File: src/design/itm_defines.svh
`ifndef ITM_DEFINES_SVH
`define ITM_DEFINES_SVH

// Register byte offsets on the APB bus.
`define ITM_ADDR_W           8
`define ITM_OFF_TIMER_CTRL   8'h00
`define ITM_OFF_RELOAD_LOW   8'h04
`define ITM_OFF_COMPARE_LOW  8'h08
`define ITM_OFF_VALUE_LOW    8'h0c
`define ITM_OFF_VALUE_HIGH   8'h10
`define ITM_OFF_RELOAD_HIGH  8'h14
`define ITM_OFF_COMPARE_HIGH 8'h18
`define ITM_OFF_IR_CTRL      8'h1c
`define ITM_OFF_STATUS       8'h20

// Timer control field positions.
`define ITM_TC_RUN_LOW       0
`define ITM_TC_RUN_HIGH      1
`define ITM_TC_POL_B         2
`define ITM_TC_OE_B          3
`define ITM_TC_EDGE_LSB      4
`define ITM_TC_EDGE_MSB      5

// Infrared control field positions.
`define ITM_IR_BIT_SAMPLE    0
`define ITM_IR_TX_SELECT     1
`define ITM_IR_ENABLE        2

// Status field positions.
`define ITM_ST_GATE          0
`define ITM_ST_PIN_OUT       1
`define ITM_ST_RX_PIN        2

// Edge select encodings.
`define ITM_EDGE_NONE        2'h0
`define ITM_EDGE_RISE        2'h1
`define ITM_EDGE_FALL        2'h2
`define ITM_EDGE_BOTH        2'h3

// Reset values and counter limits.
`define ITM_RESET_BYTE       8'h00
`define ITM_COUNT_MAX        8'hff

`endif

File: src/design/itm_pkg.sv
package itm_pkg;

	// Operating mode chosen by the infrared control bits.
	typedef enum logic [1:0] {
		ITM_MODE_ORDINARY,
		ITM_MODE_RECEIVE,
		ITM_MODE_TRANSMIT
	} itm_mode_type;

	typedef logic [7:0] itm_byte_type;

endpackage

File: src/design/itm_carrier_if.sv
`timescale 1ns/10ps

// Signals between the control logic and the subcarrier timer.
interface itm_carrier_if;
	import itm_pkg::*;
	logic         run;
	logic         polarity;
	itm_byte_type reload;
	itm_byte_type compare;
	logic         load;
	itm_byte_type load_value;
	itm_byte_type value;
	logic         carrier;

	modport timer (
		input  run, polarity, reload, compare, load, load_value,
		output value, carrier
	);
	modport ctrl (
		output run, polarity, reload, compare, load, load_value,
		input  value, carrier
	);
endinterface

File: src/design/itm_subcarrier_timer.sv
`timescale 1ns/10ps
`include "itm_defines.svh"

module itm_subcarrier_timer (
	// Clock and reset.
	input  wire logic   i_clk,
	input  wire logic   i_reset,
	// Link to the control logic.
	itm_carrier_if.timer bus
);
	import itm_pkg::*;

	itm_byte_type cnt_reg;
	logic         carrier_reg;

	// Up counter from the reload value to all ones; a software load wins.
	always_ff @(posedge i_clk) begin
		if (i_reset) begin
			cnt_reg <= `ITM_RESET_BYTE;
		end else if (bus.load) begin
			cnt_reg <= bus.load_value;
		end else if (bus.run) begin
			if (cnt_reg == `ITM_COUNT_MAX) begin
				cnt_reg <= bus.reload;
			end else begin
				cnt_reg <= cnt_reg + 8'h01;
			end
		end
	end

	// PWM output: active from compare to overflow, idle level set by polarity.
	always_ff @(posedge i_clk) begin
		if (i_reset) begin
			carrier_reg <= 1'b0;
		end else begin
			carrier_reg <= bus.polarity ^ (bus.run & (cnt_reg >= bus.compare));
		end
	end

	assign bus.value   = cnt_reg;
	assign bus.carrier = carrier_reg;
endmodule // itm_subcarrier_timer

File: src/design/itm_infrared_timer_modem.sv
// Implementation choices: the APB register port and the address map.
`timescale 1ns/10ps
`include "itm_defines.svh"

module itm_infrared_timer_modem (
	// Clock and reset.
	input  wire logic                 i_clk,
	input  wire logic                 i_reset,
	// APB slave.
	input  wire logic                 i_psel,
	input  wire logic                 i_penable,
	input  wire logic                 i_pwrite,
	input  wire logic [31:0]          i_paddr,
	input  wire logic [31:0]          i_pwdata,
	input  wire logic [3:0]           i_pstrb,
	output logic      [31:0]          o_prdata,
	output logic                      o_pready,
	output logic                      o_pslverr,
	// Timer pins.
	input  wire logic                 i_timer_primary_pin,
	input  wire logic                 i_timer_count_input,
	output logic                      o_timer_output_pin_b,
	output logic                      o_timer_output_pin_b_oe,
	// Mode seen by the rest of the chip.
	output itm_pkg::itm_mode_type     o_mode
);
	import itm_pkg::*;

	itm_carrier_if sub ();

	// Software registers.
	logic         run_low_reg;
	logic         run_high_reg;
	logic         output_polarity_b_reg;
	logic         output_enable_b_reg;
	logic [1:0]   edge_select_field_reg;
	itm_byte_type reload_low_reg;
	itm_byte_type compare_low_reg;
	itm_byte_type counter_reload_high_reg;
	itm_byte_type counter_compare_high_reg;
	logic         infrared_enable_reg;
	logic         infrared_transmit_select_reg;
	logic         infrared_bit_sample_reg;
	logic         infrared_bit_sample_next;

	// Block state.
	itm_byte_type modulation_counter_high_reg;
	itm_byte_type modulation_counter_high_next;
	logic         gate_reg;
	logic         carrier_prev_reg;
	logic         count_in_prev_reg;
	logic         primary_prev_reg;
	logic         pin_out_reg;
	logic         pin_oe_reg;
	logic [31:0]  prdata_reg;
	logic         pslverr_reg;

	// Bus decode.
	logic         setup;
	logic         access;
	logic         wr;
	logic         known;
	logic [7:0]   addr;
	logic [7:0]   wbyte;

	// Mode and counter events.
	itm_mode_type mode;
	logic         count_edge;
	logic         hi_tick;
	logic         hi_ovf;
	logic         hi_match;
	logic         resync;

	// APB decode; the write takes effect at the access edge, zero wait states.
	assign setup  = i_psel & ~i_penable;
	assign access = i_psel & i_penable;
	assign addr   = i_paddr[7:0];
	assign wbyte  = i_pstrb[0] ? i_pwdata[7:0] : `ITM_RESET_BYTE;
	assign wr     = access & i_pwrite & i_pstrb[0] & known & (i_paddr[31:8] == 24'h000000);

	always_comb begin
		unique case (addr)
			`ITM_OFF_TIMER_CTRL, `ITM_OFF_RELOAD_LOW, `ITM_OFF_COMPARE_LOW,
			`ITM_OFF_VALUE_LOW, `ITM_OFF_VALUE_HIGH, `ITM_OFF_RELOAD_HIGH,
			`ITM_OFF_COMPARE_HIGH, `ITM_OFF_IR_CTRL, `ITM_OFF_STATUS: known = 1'b1;
			default: known = 1'b0;
		endcase
	end

	// Mode decode from enable and transmit select.
	always_comb begin
		if (!infrared_enable_reg) begin
			mode = ITM_MODE_ORDINARY;
		end else if (infrared_transmit_select_reg) begin
			mode = ITM_MODE_TRANSMIT;
		end else begin
			mode = ITM_MODE_RECEIVE;
		end
	end
	assign o_mode = mode;

	// Timer control register.
	always_ff @(posedge i_clk) begin
		if (i_reset) begin
			run_low_reg           <= 1'b0;
			run_high_reg          <= 1'b0;
			output_polarity_b_reg <= 1'b0;
			output_enable_b_reg   <= 1'b0;
			edge_select_field_reg <= `ITM_EDGE_NONE;
		end else if (wr && addr == `ITM_OFF_TIMER_CTRL) begin
			run_low_reg           <= wbyte[`ITM_TC_RUN_LOW];
			run_high_reg          <= wbyte[`ITM_TC_RUN_HIGH];
			output_polarity_b_reg <= wbyte[`ITM_TC_POL_B];
			output_enable_b_reg   <= wbyte[`ITM_TC_OE_B];
			edge_select_field_reg <= wbyte[`ITM_TC_EDGE_MSB:`ITM_TC_EDGE_LSB];
		end
	end

	// Reload and compare registers of both halves.
	always_ff @(posedge i_clk) begin
		if (i_reset) begin
			reload_low_reg           <= `ITM_RESET_BYTE;
			compare_low_reg          <= `ITM_RESET_BYTE;
			counter_reload_high_reg  <= `ITM_RESET_BYTE;
			counter_compare_high_reg <= `ITM_RESET_BYTE;
		end else if (wr) begin
			if (addr == `ITM_OFF_RELOAD_LOW) begin
				reload_low_reg <= wbyte;
			end
			if (addr == `ITM_OFF_COMPARE_LOW) begin
				compare_low_reg <= wbyte;
			end
			if (addr == `ITM_OFF_RELOAD_HIGH) begin
				counter_reload_high_reg <= wbyte;
			end
			if (addr == `ITM_OFF_COMPARE_HIGH) begin
				counter_compare_high_reg <= wbyte;
			end
		end
	end

	// Infrared enable and transmit select bits.
	always_ff @(posedge i_clk) begin
		if (i_reset) begin
			infrared_enable_reg          <= 1'b0;
			infrared_transmit_select_reg <= 1'b0;
		end else if (wr && addr == `ITM_OFF_IR_CTRL) begin
			infrared_enable_reg          <= wbyte[`ITM_IR_ENABLE];
			infrared_transmit_select_reg <= wbyte[`ITM_IR_TX_SELECT];
		end
	end

	// Subcarrier timer drive; the low timer is the only carrier source.
	// Subcarrier from low timer.
	assign sub.run        = run_low_reg;
	assign sub.reload     = reload_low_reg;
	assign sub.compare    = compare_low_reg;
	assign sub.load       = wr && addr == `ITM_OFF_VALUE_LOW;
	assign sub.load_value = wbyte;
	assign sub.polarity   = output_polarity_b_reg;

	itm_subcarrier_timer u_subcarrier (
		.i_clk   (i_clk),
		.i_reset (i_reset),
		.bus     (sub.timer)
	);

	// Previous pin and carrier levels for edge detection.
	always_ff @(posedge i_clk) begin
		if (i_reset) begin
			carrier_prev_reg  <= 1'b0;
			count_in_prev_reg <= 1'b0;
			primary_prev_reg  <= 1'b0;
		end else begin
			carrier_prev_reg  <= sub.carrier;
			count_in_prev_reg <= i_timer_count_input;
			primary_prev_reg  <= i_timer_primary_pin;
		end
	end

	// Edge picked by the edge select field.
	function automatic logic edge_hit(input logic [1:0] sel, input logic now,
		input logic prev);
		edge_hit = ((sel == `ITM_EDGE_RISE || sel == `ITM_EDGE_BOTH) && now && !prev) ||
			((sel == `ITM_EDGE_FALL || sel == `ITM_EDGE_BOTH) && !now && prev);
	endfunction

	// Count source for the high counter.
	always_comb begin
		if (mode == ITM_MODE_ORDINARY) begin
			count_edge = edge_hit(edge_select_field_reg, i_timer_count_input,
				count_in_prev_reg);
		end else if (output_polarity_b_reg) begin
			count_edge = sub.carrier && !carrier_prev_reg;
		end else begin
			count_edge = !sub.carrier && carrier_prev_reg;
		end
	end

	assign hi_tick = run_high_reg & count_edge;
	assign hi_ovf  = hi_tick && modulation_counter_high_reg == `ITM_COUNT_MAX;
	assign resync  = mode == ITM_MODE_RECEIVE &&
		edge_hit(edge_select_field_reg, i_timer_primary_pin, primary_prev_reg);

	// Next value of the high counter.
	always_comb begin
		modulation_counter_high_next = modulation_counter_high_reg;
		if (wr && addr == `ITM_OFF_VALUE_HIGH) begin
			modulation_counter_high_next = wbyte;
		end else if (resync) begin
			modulation_counter_high_next = counter_reload_high_reg;
		end else if (hi_ovf) begin
			modulation_counter_high_next = counter_reload_high_reg;
		end else if (hi_tick) begin
			modulation_counter_high_next = modulation_counter_high_reg + 8'h01;
		end
	end

	// A match is the count arriving at the compare value.
	// Compare match detection.
	assign hi_match = (hi_tick || resync) && !(wr && addr == `ITM_OFF_VALUE_HIGH) &&
		modulation_counter_high_next == counter_compare_high_reg;

	always_ff @(posedge i_clk) begin
		if (i_reset) begin
			modulation_counter_high_reg <= `ITM_RESET_BYTE;
		end else begin
			modulation_counter_high_reg <= modulation_counter_high_next;
		end
	end

	// Bit sample: storage bit, or pin capture in receive; capture beats a write.
	always_comb begin
		infrared_bit_sample_next = infrared_bit_sample_reg;
		if (wr && addr == `ITM_OFF_IR_CTRL) begin
			infrared_bit_sample_next = wbyte[`ITM_IR_BIT_SAMPLE];
		end
		if (mode == ITM_MODE_RECEIVE && hi_match) begin
			infrared_bit_sample_next = i_timer_primary_pin;
		end
	end

	always_ff @(posedge i_clk) begin
		if (i_reset) begin
			infrared_bit_sample_reg <= 1'b0;
		end else begin
			infrared_bit_sample_reg <= infrared_bit_sample_next;
		end
	end

	// Gate follows the sample bit only at a high overflow in transmit.
	always_ff @(posedge i_clk) begin
		if (i_reset) begin
			gate_reg <= 1'b0;
		end else if (mode != ITM_MODE_TRANSMIT) begin
			gate_reg <= 1'b0;
		end else if (hi_ovf) begin
			gate_reg <= infrared_bit_sample_reg;
		end
	end

	// Output pin B: gated carrier in transmit, ordinary PWM otherwise.
	always_ff @(posedge i_clk) begin
		if (i_reset) begin
			pin_out_reg <= 1'b0;
			pin_oe_reg  <= 1'b0;
		end else if (mode == ITM_MODE_TRANSMIT) begin
			pin_out_reg <= gate_reg ? sub.carrier : output_polarity_b_reg;
			pin_oe_reg  <= 1'b1;
		end else begin
			pin_out_reg <= sub.carrier;
			pin_oe_reg  <= output_enable_b_reg;
		end
	end

	assign o_timer_output_pin_b    = pin_out_reg;
	assign o_timer_output_pin_b_oe = pin_oe_reg;

	// Read data is captured in the setup phase and shown in the access phase.
	always_ff @(posedge i_clk) begin
		if (i_reset) begin
			prdata_reg  <= 32'h00000000;
			pslverr_reg <= 1'b0;
		end else if (setup) begin
			pslverr_reg <= !known || i_paddr[31:8] != 24'h000000;
			prdata_reg  <= 32'h00000000;
			unique case (addr)
				`ITM_OFF_TIMER_CTRL: prdata_reg[5:0] <= {edge_select_field_reg,
					output_enable_b_reg, output_polarity_b_reg, run_high_reg,
					run_low_reg};
				`ITM_OFF_RELOAD_LOW:   prdata_reg[7:0] <= reload_low_reg;
				`ITM_OFF_COMPARE_LOW:  prdata_reg[7:0] <= compare_low_reg;
				`ITM_OFF_VALUE_LOW:    prdata_reg[7:0] <= sub.value;
				`ITM_OFF_VALUE_HIGH:   prdata_reg[7:0] <= modulation_counter_high_reg;
				`ITM_OFF_RELOAD_HIGH:  prdata_reg[7:0] <= counter_reload_high_reg;
				`ITM_OFF_COMPARE_HIGH: prdata_reg[7:0] <= counter_compare_high_reg;
				`ITM_OFF_IR_CTRL: prdata_reg[2:0] <= {infrared_enable_reg,
					infrared_transmit_select_reg, infrared_bit_sample_reg};
				`ITM_OFF_STATUS: prdata_reg[2:0] <= {i_timer_primary_pin,
					pin_out_reg, gate_reg};
				default: prdata_reg <= 32'h00000000;
			endcase
		end
	end

	assign o_prdata  = prdata_reg;
	assign o_pready  = 1'b1;
	assign o_pslverr = pslverr_reg & access;
endmodule // itm_infrared_timer_modem

File: config.mk
export PLATFORM = sky130hd
export DESIGN_NAME = itm_infrared_timer_modem
export DESIGN_NICKNAME = d
export VERILOG_FILES = /design/src/design/itm_pkg.sv /design/src/design/itm_carrier_if.sv /design/src/design/itm_subcarrier_timer.sv /design/src/design/itm_infrared_timer_modem.sv
export VERILOG_INCLUDE_DIRS = /design/src /design/src/design
export SDC_FILE = /design/constraint.sdc
export NUM_CORES = 1
export LEC_CHECK = 0
export BUFFER_PORTS_ARGS = -buffer_cell sky130_fd_sc_hd__clkbuf_2
export CORE_MARGIN = 4
export CORE_UTILIZATION = 35
export CTS_BUF_LIST = sky130_fd_sc_hd__clkbuf_16
export DETAILED_ROUTE_END_ITERATION = 6
export GPL_TIMING_DRIVEN = 0
export PLACE_DENSITY_LB_ADDON = 0.2
export SLEW_MARGIN = 20
export SYNTH_ARGS = -nofsm -noshare
export SYNTH_HDL_FRONTEND = slang
export SYNTH_SLANG_ARGS = --single-unit
File: constraint.sdc
create_clock -name i_clk -period 5.3 [get_ports i_clk]
set_input_delay 0.795 -clock i_clk [delete_from_list [all_inputs] [get_ports i_clk]]
set_output_delay 0.795 -clock i_clk [all_outputs]
set_load 0.05 [all_outputs]
# Word-level counts from Yosys, hierarchy flattened
# Index checks and enable logic that the tools add are counted.
[op_classes] addsub=2 n_lt_le_gt_ge=1 n_eq_ne=17 mux=21 bitwise=11 reduce_logical=45
[ops] cell="$mux 8" n=8
[ops] cell="$eq 8x5->1 const B" n=4
[ops] cell="$pmux 3 s9" n=1
[ops] cell="$logic_not 24->1" n=1
[ops] cell="$reduce_bool 24->1" n=1
[ops] cell="$pmux 3 s7" n=1
[ops] cell="$logic_and 1x1->1" n=19
[ops] cell="$add 8x1->8 const B" n=2
[ops] cell="$eq 8x4->1 const B" n=2
[ops] cell="$eq 8x8->1 const B" n=2
[ops] cell="$pmux 2 s6" n=1
[ops] cell="$and 1x1->1" n=9
[ops] cell="$reduce_or 9->1" n=1
[ops] cell="$eq 8x3->1 const B" n=1
[ops] cell="$eq 8x6->1 const B" n=1
[ops] cell="$eq 8x8->1" n=1
[ops] cell="$ge 8x8->1" n=1
[ops] cell="$logic_not 1->1" n=8
[ops] cell="$logic_not 8->1" n=1
[ops] cell="$mux 1" n=8
[ops] cell="$reduce_and 2->1" n=4
[ops] cell="$eq 2x2->1 const B" n=3
[ops] cell="$logic_or 1x1->1" n=6
[ops] cell="$eq 2x1->1 const B" n=2
[ops] cell="other kinds (7)" n=9
[word_totals] regBits=73 inputBits=75 output_inout_bits=38 wordCells=120

# Longest topological paths before layout
# Gate-level depths: netlist of the first run.
[depth] word_depth=15 ltp_mapped=10 ltp_nobuf=10

# Cells and area by module
# A second synthesis of the first run with hierarchy kept.
[unflattened] cells_unflattened=563 area_unflattened_um2=4609.4
[by_module_without_submodules] module="itm_infrared_timer_modem" n_inst=1 cells_per_inst=460 area_each_um2=3827.4 seq_area_each_um2=1281.2
[by_module_without_submodules] module="itm_subcarrier_timer" n_inst=1 cells_per_inst=103 area_each_um2=782.0 seq_area_each_um2=180.2

# Least setup slack after synthesis of the first run
# Ideal clock, no wire load.
[synth_path] path_type="reg2reg" start="register infrared_enable_reg" end="register infrared_bit_sample_reg" setup_ps=79 arrival_time_ps=3023 required_ps=5221 path_slack_ps=2197 stages_incl_launch_ff=9 path_buffers=0 synth_period_minus_slack_ps=3103 cell_sequence="dfxtp_1 > nor2b_1 > o21ai_1 > o21ai_1 > o22ai_1 > o21ai_0 > or4b_4 > o41a_1 > a211oi_2"
[synth_via] elab_chain_cells=12 word_cells_on_any_way=18 cone_classes="eq/ne: 2; mux: 7; bitwise: 1; reduce/logical: 8"
[synth_rtl] element="from (decl)" line_no="itm_infrared_timer_modem.sv:41" source="logic infrared_enable_reg;"
[synth_rtl] element="from (signal assigned)" line_no="itm_infrared_timer_modem.sv:148" source="infrared_enable_reg <= wbyte[`ITM_IR_ENABLE];"
[synth_rtl] element="$mux 2 *" line_no="itm_infrared_timer_modem.sv:92" source="if (!infrared_enable_reg) begin"
[synth_rtl] element="net o_mode[0]" line_no="itm_infrared_timer_modem.sv:25" source="output itm_pkg::itm_mode_type o_mode"
[synth_rtl] element="$logic_not 2->1" line_no="itm_infrared_timer_modem.sv:190" source="if (mode == ITM_MODE_ORDINARY) begin"
[synth_rtl] element="$mux 1" line_no="itm_infrared_timer_modem.sv:190"
[synth_rtl] element="$and 1x1->1" line_no="itm_infrared_timer_modem.sv:200" source="assign hi_tick = run_high_reg & count_edge;"
[synth_rtl] element="$mux 8 / $logic_and 1x1->1 (equally long branches)"
[synth_rtl] element="$mux 8" line_no="itm_infrared_timer_modem.sv:212" source="end else if (hi_ovf) begin"
[synth_rtl] element="$mux 8" line_no="itm_infrared_timer_modem.sv:210" source="end else if (resync) begin"
[synth_rtl] element="$mux 8" line_no="itm_infrared_timer_modem.sv:208" source="if (wr && addr == `ITM_OFF_VALUE_HIGH) begin"
[synth_rtl] element="$eq 8x8->1" line_no="itm_infrared_timer_modem.sv:222" source="modulation_counter_high_next == counter_compare_high_reg;"
[synth_rtl] element="$logic_and 1x1->1" line_no="itm_infrared_timer_modem.sv:221" source="assign hi_match = (hi_tick || resync) && !(wr && addr == `ITM_OFF_VALUE_HIGH) &&"
[synth_rtl] element="$logic_and 1x1->1 *" line_no="itm_infrared_timer_modem.sv:238" source="if (mode == ITM_MODE_RECEIVE && hi_match) begin"
[synth_rtl] element="$mux 1 / $reduce_bool 2->1 (equally long branches)"
[synth_rtl] element="to (signal assigned)" line_no="itm_infrared_timer_modem.sv:247" source="infrared_bit_sample_reg <= infrared_bit_sample_next;"
[synth_rtl] element="to (decl)" line_no="itm_infrared_timer_modem.sv:43" source="logic infrared_bit_sample_reg;"
# Mark *: on every way through the listed nets, which the timed path passes. The rest lies on a longest branch.
# A chain may end at the register's enable or synchronous reset.

# Worst setup path in the final report of the first run
[layout_path] start="input i_paddr[7]" end="register infrared_bit_sample_reg"
[layout_via] elab_chain_cells=11 word_cells_on_any_way=23 cone_classes="eq/ne: 9; mux: 3; bitwise: 2; reduce/logical: 9"
[layout_rtl] element="from (decl)" line_no="itm_infrared_timer_modem.sv:13" source="input wire logic [31:0] i_paddr,"
[layout_rtl] element="$eq 8x3->1, or another cell as far along" line_no="itm_infrared_timer_modem.sv:82" source="unique case (addr)"
[layout_rtl] element="$reduce_or 9->1" line_no="itm_infrared_timer_modem.sv:82"
[layout_rtl] element="$mux 1" line_no="itm_infrared_timer_modem.sv:82"
[layout_rtl] element="$and 1x1->1 (2 in series)" line_no="itm_infrared_timer_modem.sv:79" source="assign wr = access & i_pwrite & i_pstrb[0] & known & (i_paddr[31:8] == 24'h000000);"
[layout_rtl] element="$logic_and 1x1->1 (no source line)"
[layout_rtl] element="$mux 8 / $logic_not 1->1 (equally long branches)" line_no="itm_infrared_timer_modem.sv:208, itm_infrared_timer_modem.sv:221"
[layout_rtl] element="$eq 8x8->1 / $logic_and 1x1->1 (equally long branches)" line_no="itm_infrared_timer_modem.sv:222, itm_infrared_timer_modem.sv:221"
[layout_rtl] element="$logic_and 1x1->1" line_no="itm_infrared_timer_modem.sv:221"
[layout_rtl] element="$logic_and 1x1->1" line_no="itm_infrared_timer_modem.sv:238"
[layout_rtl] element="$mux 1 / $reduce_bool 2->1 (equally long branches)"
# Parallel ways exist; a longest one is shown, timed or not.

==> results of run 1 <==
[path summary, 6_finish.rpt]
kind,from,endpoint,slack (ns),depth (start not counted)
worst max register to register,modulation_counter_high_reg[0],infrared_bit_sample_reg,2.07,9
worst min register to register,o_prdata[0],o_prdata[0],0.50,2
worst min-delay path,o_prdata[0],o_prdata[0],0.50,2
worst max-delay path,i_paddr[7],infrared_bit_sample_reg,2.04,9
[logic make-up after synthesis]
kind of cell	Yosys count	synth area share
AND/OR/NAND/NOR	246	0.266
other	2	0.00171
buffers and inverters	68	0.0817
flip-flops	73	0.333
multiplexers	25	0.0572
XOR/XNOR	15	0.0362
adder cells (fa/ha/maj)	10	0.0285
AO/OA/AOI/OAI	131	0.196
[cell usage after synthesis, types with 2 or more instances]
library cell  instances  area share
nor4_1               10       0.014
nor2_1              117        0.10
nand2b_1              4      0.0057
a211oi_1             10       0.017
conb_1                2      0.0017
a221oi_1              9       0.018
nand4_1               9       0.013
nand3_1              14       0.016
buf_1                 3      0.0026
and2_1                6      0.0085
nor2b_1               5      0.0071
ha_1                 10       0.028
a31oi_1               5      0.0071
and3b_1               5       0.010
o211ai_1              5      0.0085
o21a_1                2      0.0034
mux2i_1              24       0.055
and3_1               10       0.014
o21ai_1               2      0.0023
nor3_1               12       0.014
xnor3_1               2       0.010
a22oi_1               6       0.010
o22ai_1               3      0.0043
nor3b_1               2      0.0034
a222oi_1              5       0.011
dfxtp_1              73        0.33
nand2_1              40       0.034
a21oi_1              53       0.060
or3_1                 5      0.0071
xor2_1                8       0.016
a21o_1                4      0.0068
clkbuf_1             19       0.016
inv_1                18       0.015
o21ai_0              14       0.016
xnor2_1               5       0.010
buf_4                25       0.043
buf_2                 2      0.0023
[power by group]
part	total [W]	internal (W)	switching [W]
clock	0.000563	0.000315	0.000248
combinational	0.000127	0.0000356	0.0000909
sequential	0.000553	0.000551	0.00000133
total	0.00124	0.000902	0.000340
[per-layer routing]
layer,GRT usage,wire [um],vias to the layer above,share of wire
li1,-,-,2177,-
met3,0.0396,1210,24,0.084
met5,0,0,-,0
met4,0.0494,271,0,0.019
met1,0.271,6580,2139,0.46
met2,0.312,6390,198,0.44
[final cells by class]
cell class / instances / share of cell area
Multi-Input combinational cell: 452 / 0.506
Sequential cell: 73 / 0.278
Timing Repair Buffer: 59 / 0.0562
Buffer: 50 / 0.0554
Clock buffer: 9 / 0.0428
Tap cell: 168 / 0.0400
Inverter: 18 / 0.0129
Clock inverter: 7 / 0.00904
[per-stage QoR]
step | util | setup slack [ns] | std cells | cell area (um^2) | hold WS, ns
floorplan | - | 2.20 | 593 | 4480 | 0.460
global placement | 0.410 | 1.71 | 820 | 4980 | 0.475
detailed placement | 0.410 | 1.67 | 820 | 4980 | 0.493
CTS | 0.432 | 2.01 | 836 | 5260 | 0.507
global route | 0.432 | 1.79 | 836 | 5260 | 0.527
finish | 0.432 | 2.04 | 836 | 5260 | 0.497
[worst max-delay path, cell delays in order]
cell and delay, ns:
clkbuf_2 0.10, nor4_1 0.41, nand4_1 0.24, nor4_4 0.63
and2_1 0.32, a211o_1 0.12, o311ai_0 0.21, o41a_1 0.48
a211oi_2 0.19
==> results.md, run 1 <==
- Status: complete, no violations
- DRT iter0 DRCs: between 300 and 400
- Routability cong.: around 0.9
- First-pass GRT wire length: 22.4 mm
- Cells resized by post-CTS repair: 0
- Post-synthesis sequential area ratio: 0.333
- Critical path arrival: ~3.5 ns
- Syn Area/Cell: slightly below 8 um^2
- Final-report setup violation count: 0
- Max FO, Critical Path: 10
- Normalized max-slew margin: 0.287
- CTS max path bufs: 2
- DP HPWL: about 11 mm
- DRC viols: 0
- Via-to-Cell Ratio: 5.43
- Fin nets: approximately 750
- DR WL/cell: 17.3 um
- Fin crit share: 0.615
- Worst setup SP type: primary input
- TritonCTS Buffers: 9
- Largest net degree at the start of global routing: 14
- Max-slew violation count: 0
- PwrDens: ~240 mW/mm^2
- Min-delay worst type: flop to flop
- Sink Count: between 70 and 80
- Root Buffer: clkbuf_16
- DIE AREA: between 0.01 and 0.015 mm^2
- Clock Latency Late Sink: 0.34 ns
- Worst Tran Pin Value: roughly 1.0 ns
- Area Growth Syn to Fin: 19.7%
- Std cell rows: 40
- Post-Syn Area: about 0.0044 mm^2
- Fmax: around 310 MHz
- Port bufs: 59
- Final hold vios: 0
- Syn Inst Count: 570
- Clock Skews: slightly above 0.009 ns
- Final Routed Wirelength: about 14 mm
- GRT overflow: 0
- Pwr Total: about 0.0012 W
- Ratio of cells with drive above 1 in the final layout: 0.166
- Routed vias: 4538
- Sequential cell area: between 0.001 and 0.0015 mm^2
- H-tree Lvls: 3
- Ports: about 110
- Core area: 0.0122 mm^2
- Setup Crit Path Kind: primary input to flop
- Antenna cells: 0
- Starting Density: 0.361
- CP required: between 5 and 6 ns
- Setup_tns: 0 ns
- Die Y: 120 um
- TritonCTS clock tree: yes
- DR pass1 iterations: 5
- Die W: 120 um
- Via count of the first global-routing pass: approximately 4300
- Post-CTS Hold Buffers: 0
- Synth Register Bits: 73
- CTS clk-pin slew, worst paths: 0.06 ns
- Yosys cell types: 59
- Top FF cell, synth: dfxtp_1
- Yosys warnings: 0
- Filler instances: 1242
- Commonest non-fill, non-tap cell in the layout: nor2_1
- # Post-CTS Setup Buffers: 0
- Asr flop ratio synth: 0
- Crit end category: flop
- Pleak: roughly 2.1 nW
- Count of maximum capacitance violations: 0
- EDFF count, synth: 0
- Area occupied by multi-input gates: approximately 0.0027 mm^2
- Most frequent cells in the layout: 117 x nor2_1, 73 x dfxtp_1, 59 x clkbuf_2
- RSZ-0062 raised after global routing: false
- Antenna-violating nets left: 0
- Fin crit period: 3.26 ns
- Peak supply drop: 0.000170 V
- Initial antenna violation count: 0
- GRT Total Usage: 0.196
Note: power is estimated with default switching activity, not from simulation.
==> inputs of run 2 (changes only) <==
--- a/config.mk
+++ b/config.mk
@@ -6,6 +6,7 @@
 export SDC_FILE = /design/constraint.sdc
 export NUM_CORES = 1
 export LEC_CHECK = 0
+export ABC_AREA = 1
 export BUFFER_PORTS_ARGS = -buffer_cell sky130_fd_sc_hd__clkbuf_2
 export CORE_MARGIN = 4
 export CORE_UTILIZATION = 35
==> constraint.sdc (replaced) <==
create_clock -name i_clk -period 2.9 [get_ports i_clk]
set_input_delay 0.435 -clock i_clk [delete_from_list [all_inputs] [get_ports i_clk]]
set_output_delay 0.435 -clock i_clk [all_outputs]
set_load 0.05 [all_outputs]
==> results.md, run 2 <==
- Status: complete, no violations
- TritonCTS Buffers: 9
- Pleak: about 2.6 nW
- DRT iter0 DRCs: around 330
- Hold depth: 3
- TritonCTS clock tree: yes
- DP HPWL: approximately 12 mm
- Routed vias: 4649
- EDFF count, synth: 0
- Post-synthesis sequential area ratio: 0.310
- Synth top cells by count: 134 x nand2_1, 103 x inv_1, 73 x dfxtp_1
- Starting Density: 0.356
- GRT Total Usage: 0.196
- Crit-path cells: inv_1 -> ha_1 -> inv_1 -> a21boi_0 -> o21a_1 -> o21ai_0 -> nand2_1 -> nand3_1 -> nand2_1 -> a21oi_1 -> nor2_1 -> o21ai_0 -> o21ai_0 -> a21oi_1
- Port bufs: 58
- Die Y: 124 um
- CP most frequent cell: o21ai_0
- R2R setup slack: between 0.4 and 0.5 ns
- Root Buffer: clkbuf_16
- HP Start: i_timer_primary_pin
- Core area: approximately 0.013 mm^2
- RSZ-0062 raised after global routing: false
- Synth top area share: 0.310
- Reg2reg end: u_subcarrier.bus.carrier
- Cells resized by post-CTS repair: 0
- Commonest non-fill, non-tap cell in the layout: nand2_1
- Post-Syn Area: roughly 0.0047 mm^2
- Yosys warnings: 0
- Worst setup SP type: flop
- DR WL/cell: approximately 15 um
- Synth area leader: dfxtp_1
- Final Routed Wirelength: between 10 and 15 mm
- Worst Tran Pin Value: ~0.63 ns
- Max-slew violation count: 0
- Syn Area/Cell: around 6.7 um^2
- Top FF cell, synth: dfxtp_1
- Yosys cell types: 44
- Fin util: 0.428
- Die W: 124 um
- Count of maximum capacitance violations: 0
- Asr flop ratio synth: 0
- DRC viols: 0
- Setup Crit Path Kind: flop to flop
- Syn Inst Count: approximately 700
- Max FO, Critical Path: 4
- Fin crit period: about 2.4 ns
- PwrDens: around 460 mW/mm^2
- CTS clk-pin slew, worst paths: about 0.060 ns
- # Post-CTS Setup Buffers: 0
- Worst r2r src: u_subcarrier.bus.value[0]
- Std cell rows: 42
- Initial antenna violation count: 0
- Final hold vios: 0
- Fmax: between 400 and 500 MHz
- Ports: between 100 and 150
- Via count of the first global-routing pass: roughly 4400
- DR pass1 iterations: 7
- First-pass GRT wire length: roughly 23 mm
- GRT overflow: 0
- Setup_tns: 0 ns
- Fin nets: between 800 and 900
- Peak supply drop: 0.000270 V
- Min-delay worst type: primary input to flop
- Sink Count: 73
- Clock Latency Late Sink: about 0.34 ns
- Largest net degree at the start of global routing: 13
- DIE AREA: around 0.015 mm^2
- Clock Skews: 0.00826 ns
- Critical path arrival: about 2.7 ns
- Final-report setup violation count: 0
- Normalized max-slew margin: 0.579
- Via-to-Cell Ratio: roughly 4.8
- Area Growth Syn to Fin: 20.2%
- Synth Register Bits: 73
- Routability cong.: 0.892
- Slowest Stage Delay on Critical Path: 0.43 ns
- Antenna-violating nets left: 0
- Antenna cells: 0
- Most frequent cells in the layout: 134 x nand2_1, 104 x inv_1, 73 x dfxtp_1
- Worst R2R Path Depth: 14
- Count leader, synth: nand2_1
- Ratio of cells with drive above 1 in the final layout: 0.198
- CP required: roughly 3.2 ns
- Worst Hold Endpoint: infrared_bit_sample_reg
- Crit end category: flop
- H-tree Lvls: 3
- Cell at the slowest stage of the critical path: o21ai_0
- Fin crit share: 0.833
- CTS max path bufs: 2
- Post-CTS Hold Buffers: 0
- Synth top area cells: dfxtp_1 31%, nand2_1 11%, inv_1 8.2%
-- run 2: changes by cell type after synthesis, sizes merged, moves of 11 or more --
cell / delta
nand3: +31
o21ai: +47
inv: +96
nor2: -49
a211oi: -11
o22ai: +13
mux2i: -24
nand2: +110
clkbuf: -11
a21oi: +17
-- run 2: worst max-delay path by stage --
stage                                    startpoint                        to  cells past startpoint
after detailed placement                 i_paddr[1]        compare_low_reg[6]                     14
after CTS                 u_subcarrier.bus.value[0]  u_subcarrier.bus.carrier                     14
after floorplan                 infrared_enable_reg   infrared_bit_sample_reg                     15
final                     u_subcarrier.bus.value[0]  u_subcarrier.bus.carrier                     14
after global placement                   i_paddr[1]        compare_low_reg[6]                     14
after global routing      u_subcarrier.bus.value[0]  u_subcarrier.bus.carrier                     14
-- run 2: critical path, delay by kind of cell (launching register included) --
kind / cells / cell delay, ns
compound gates: 7 / 1.23
fa+ha+maj: 1 / 0.31
buf+inv: 2 / 0.17
flops: 1 / 0.37
simple gates: 4 / 0.27
-- run 2: metal layers --
metal,GRT usage,routed length (um)
met2,0.326,6760
met1,0.265,6590
met3,0.0282,995
met4,0.0548,257
met5,0,0
-- run 2: kinds of logic after synthesis --
| logic type | after synthesis | share of synthesized area |
|---|---|---|
| AO/OA/AOI/OAI | 175 | 0.208 |
| XOR/XNOR | 6 | 0.0111 |
| adder cells (fa/ha/maj) | 10 | 0.0265 |
| buffers and inverters | 158 | 0.152 |
| flip-flops | 73 | 0.310 |
| other | 2 | 0.00159 |
| AND/OR/NAND/NOR | 278 | 0.290 |
-- run 2: where the power goes --
group | internal (W) | switching [W] | total, W
clock network | 0.000921 | 0.000433 | 0.00135
logic | 0.0000713 | 0.000176 | 0.000247
registers | 0.00101 | 0.00000249 | 0.00101
total | 0.00200 | 0.000611 | 0.00261
-- run 2: cell type report --
type                       count  area (um^2)
tap                          176          220
inverter                     115          434
multi-input combinational    494         2620
sequential                    73         1460
clock buffer                   9          225
buffer                        43          284
fill                        1442         7570
timing repair buffer          58          290
clock inverter                 6          133
-- run 2: stage by stage --
step	hold WS [ns]	setup slack (ns)	total power [W]	instances	cell area, um^2
after global routing	0.390	0.277	0.00268	974	5670
after global placement	0.458	0.256	0.00128	959	5310
after detailed placement	0.458	0.250	0.00128	959	5310
final	0.366	0.485	0.00261	974	5670
after CTS	0.367	0.478	0.00262	974	5670
after floorplan	0.437	0.450	0.00121	725	4800
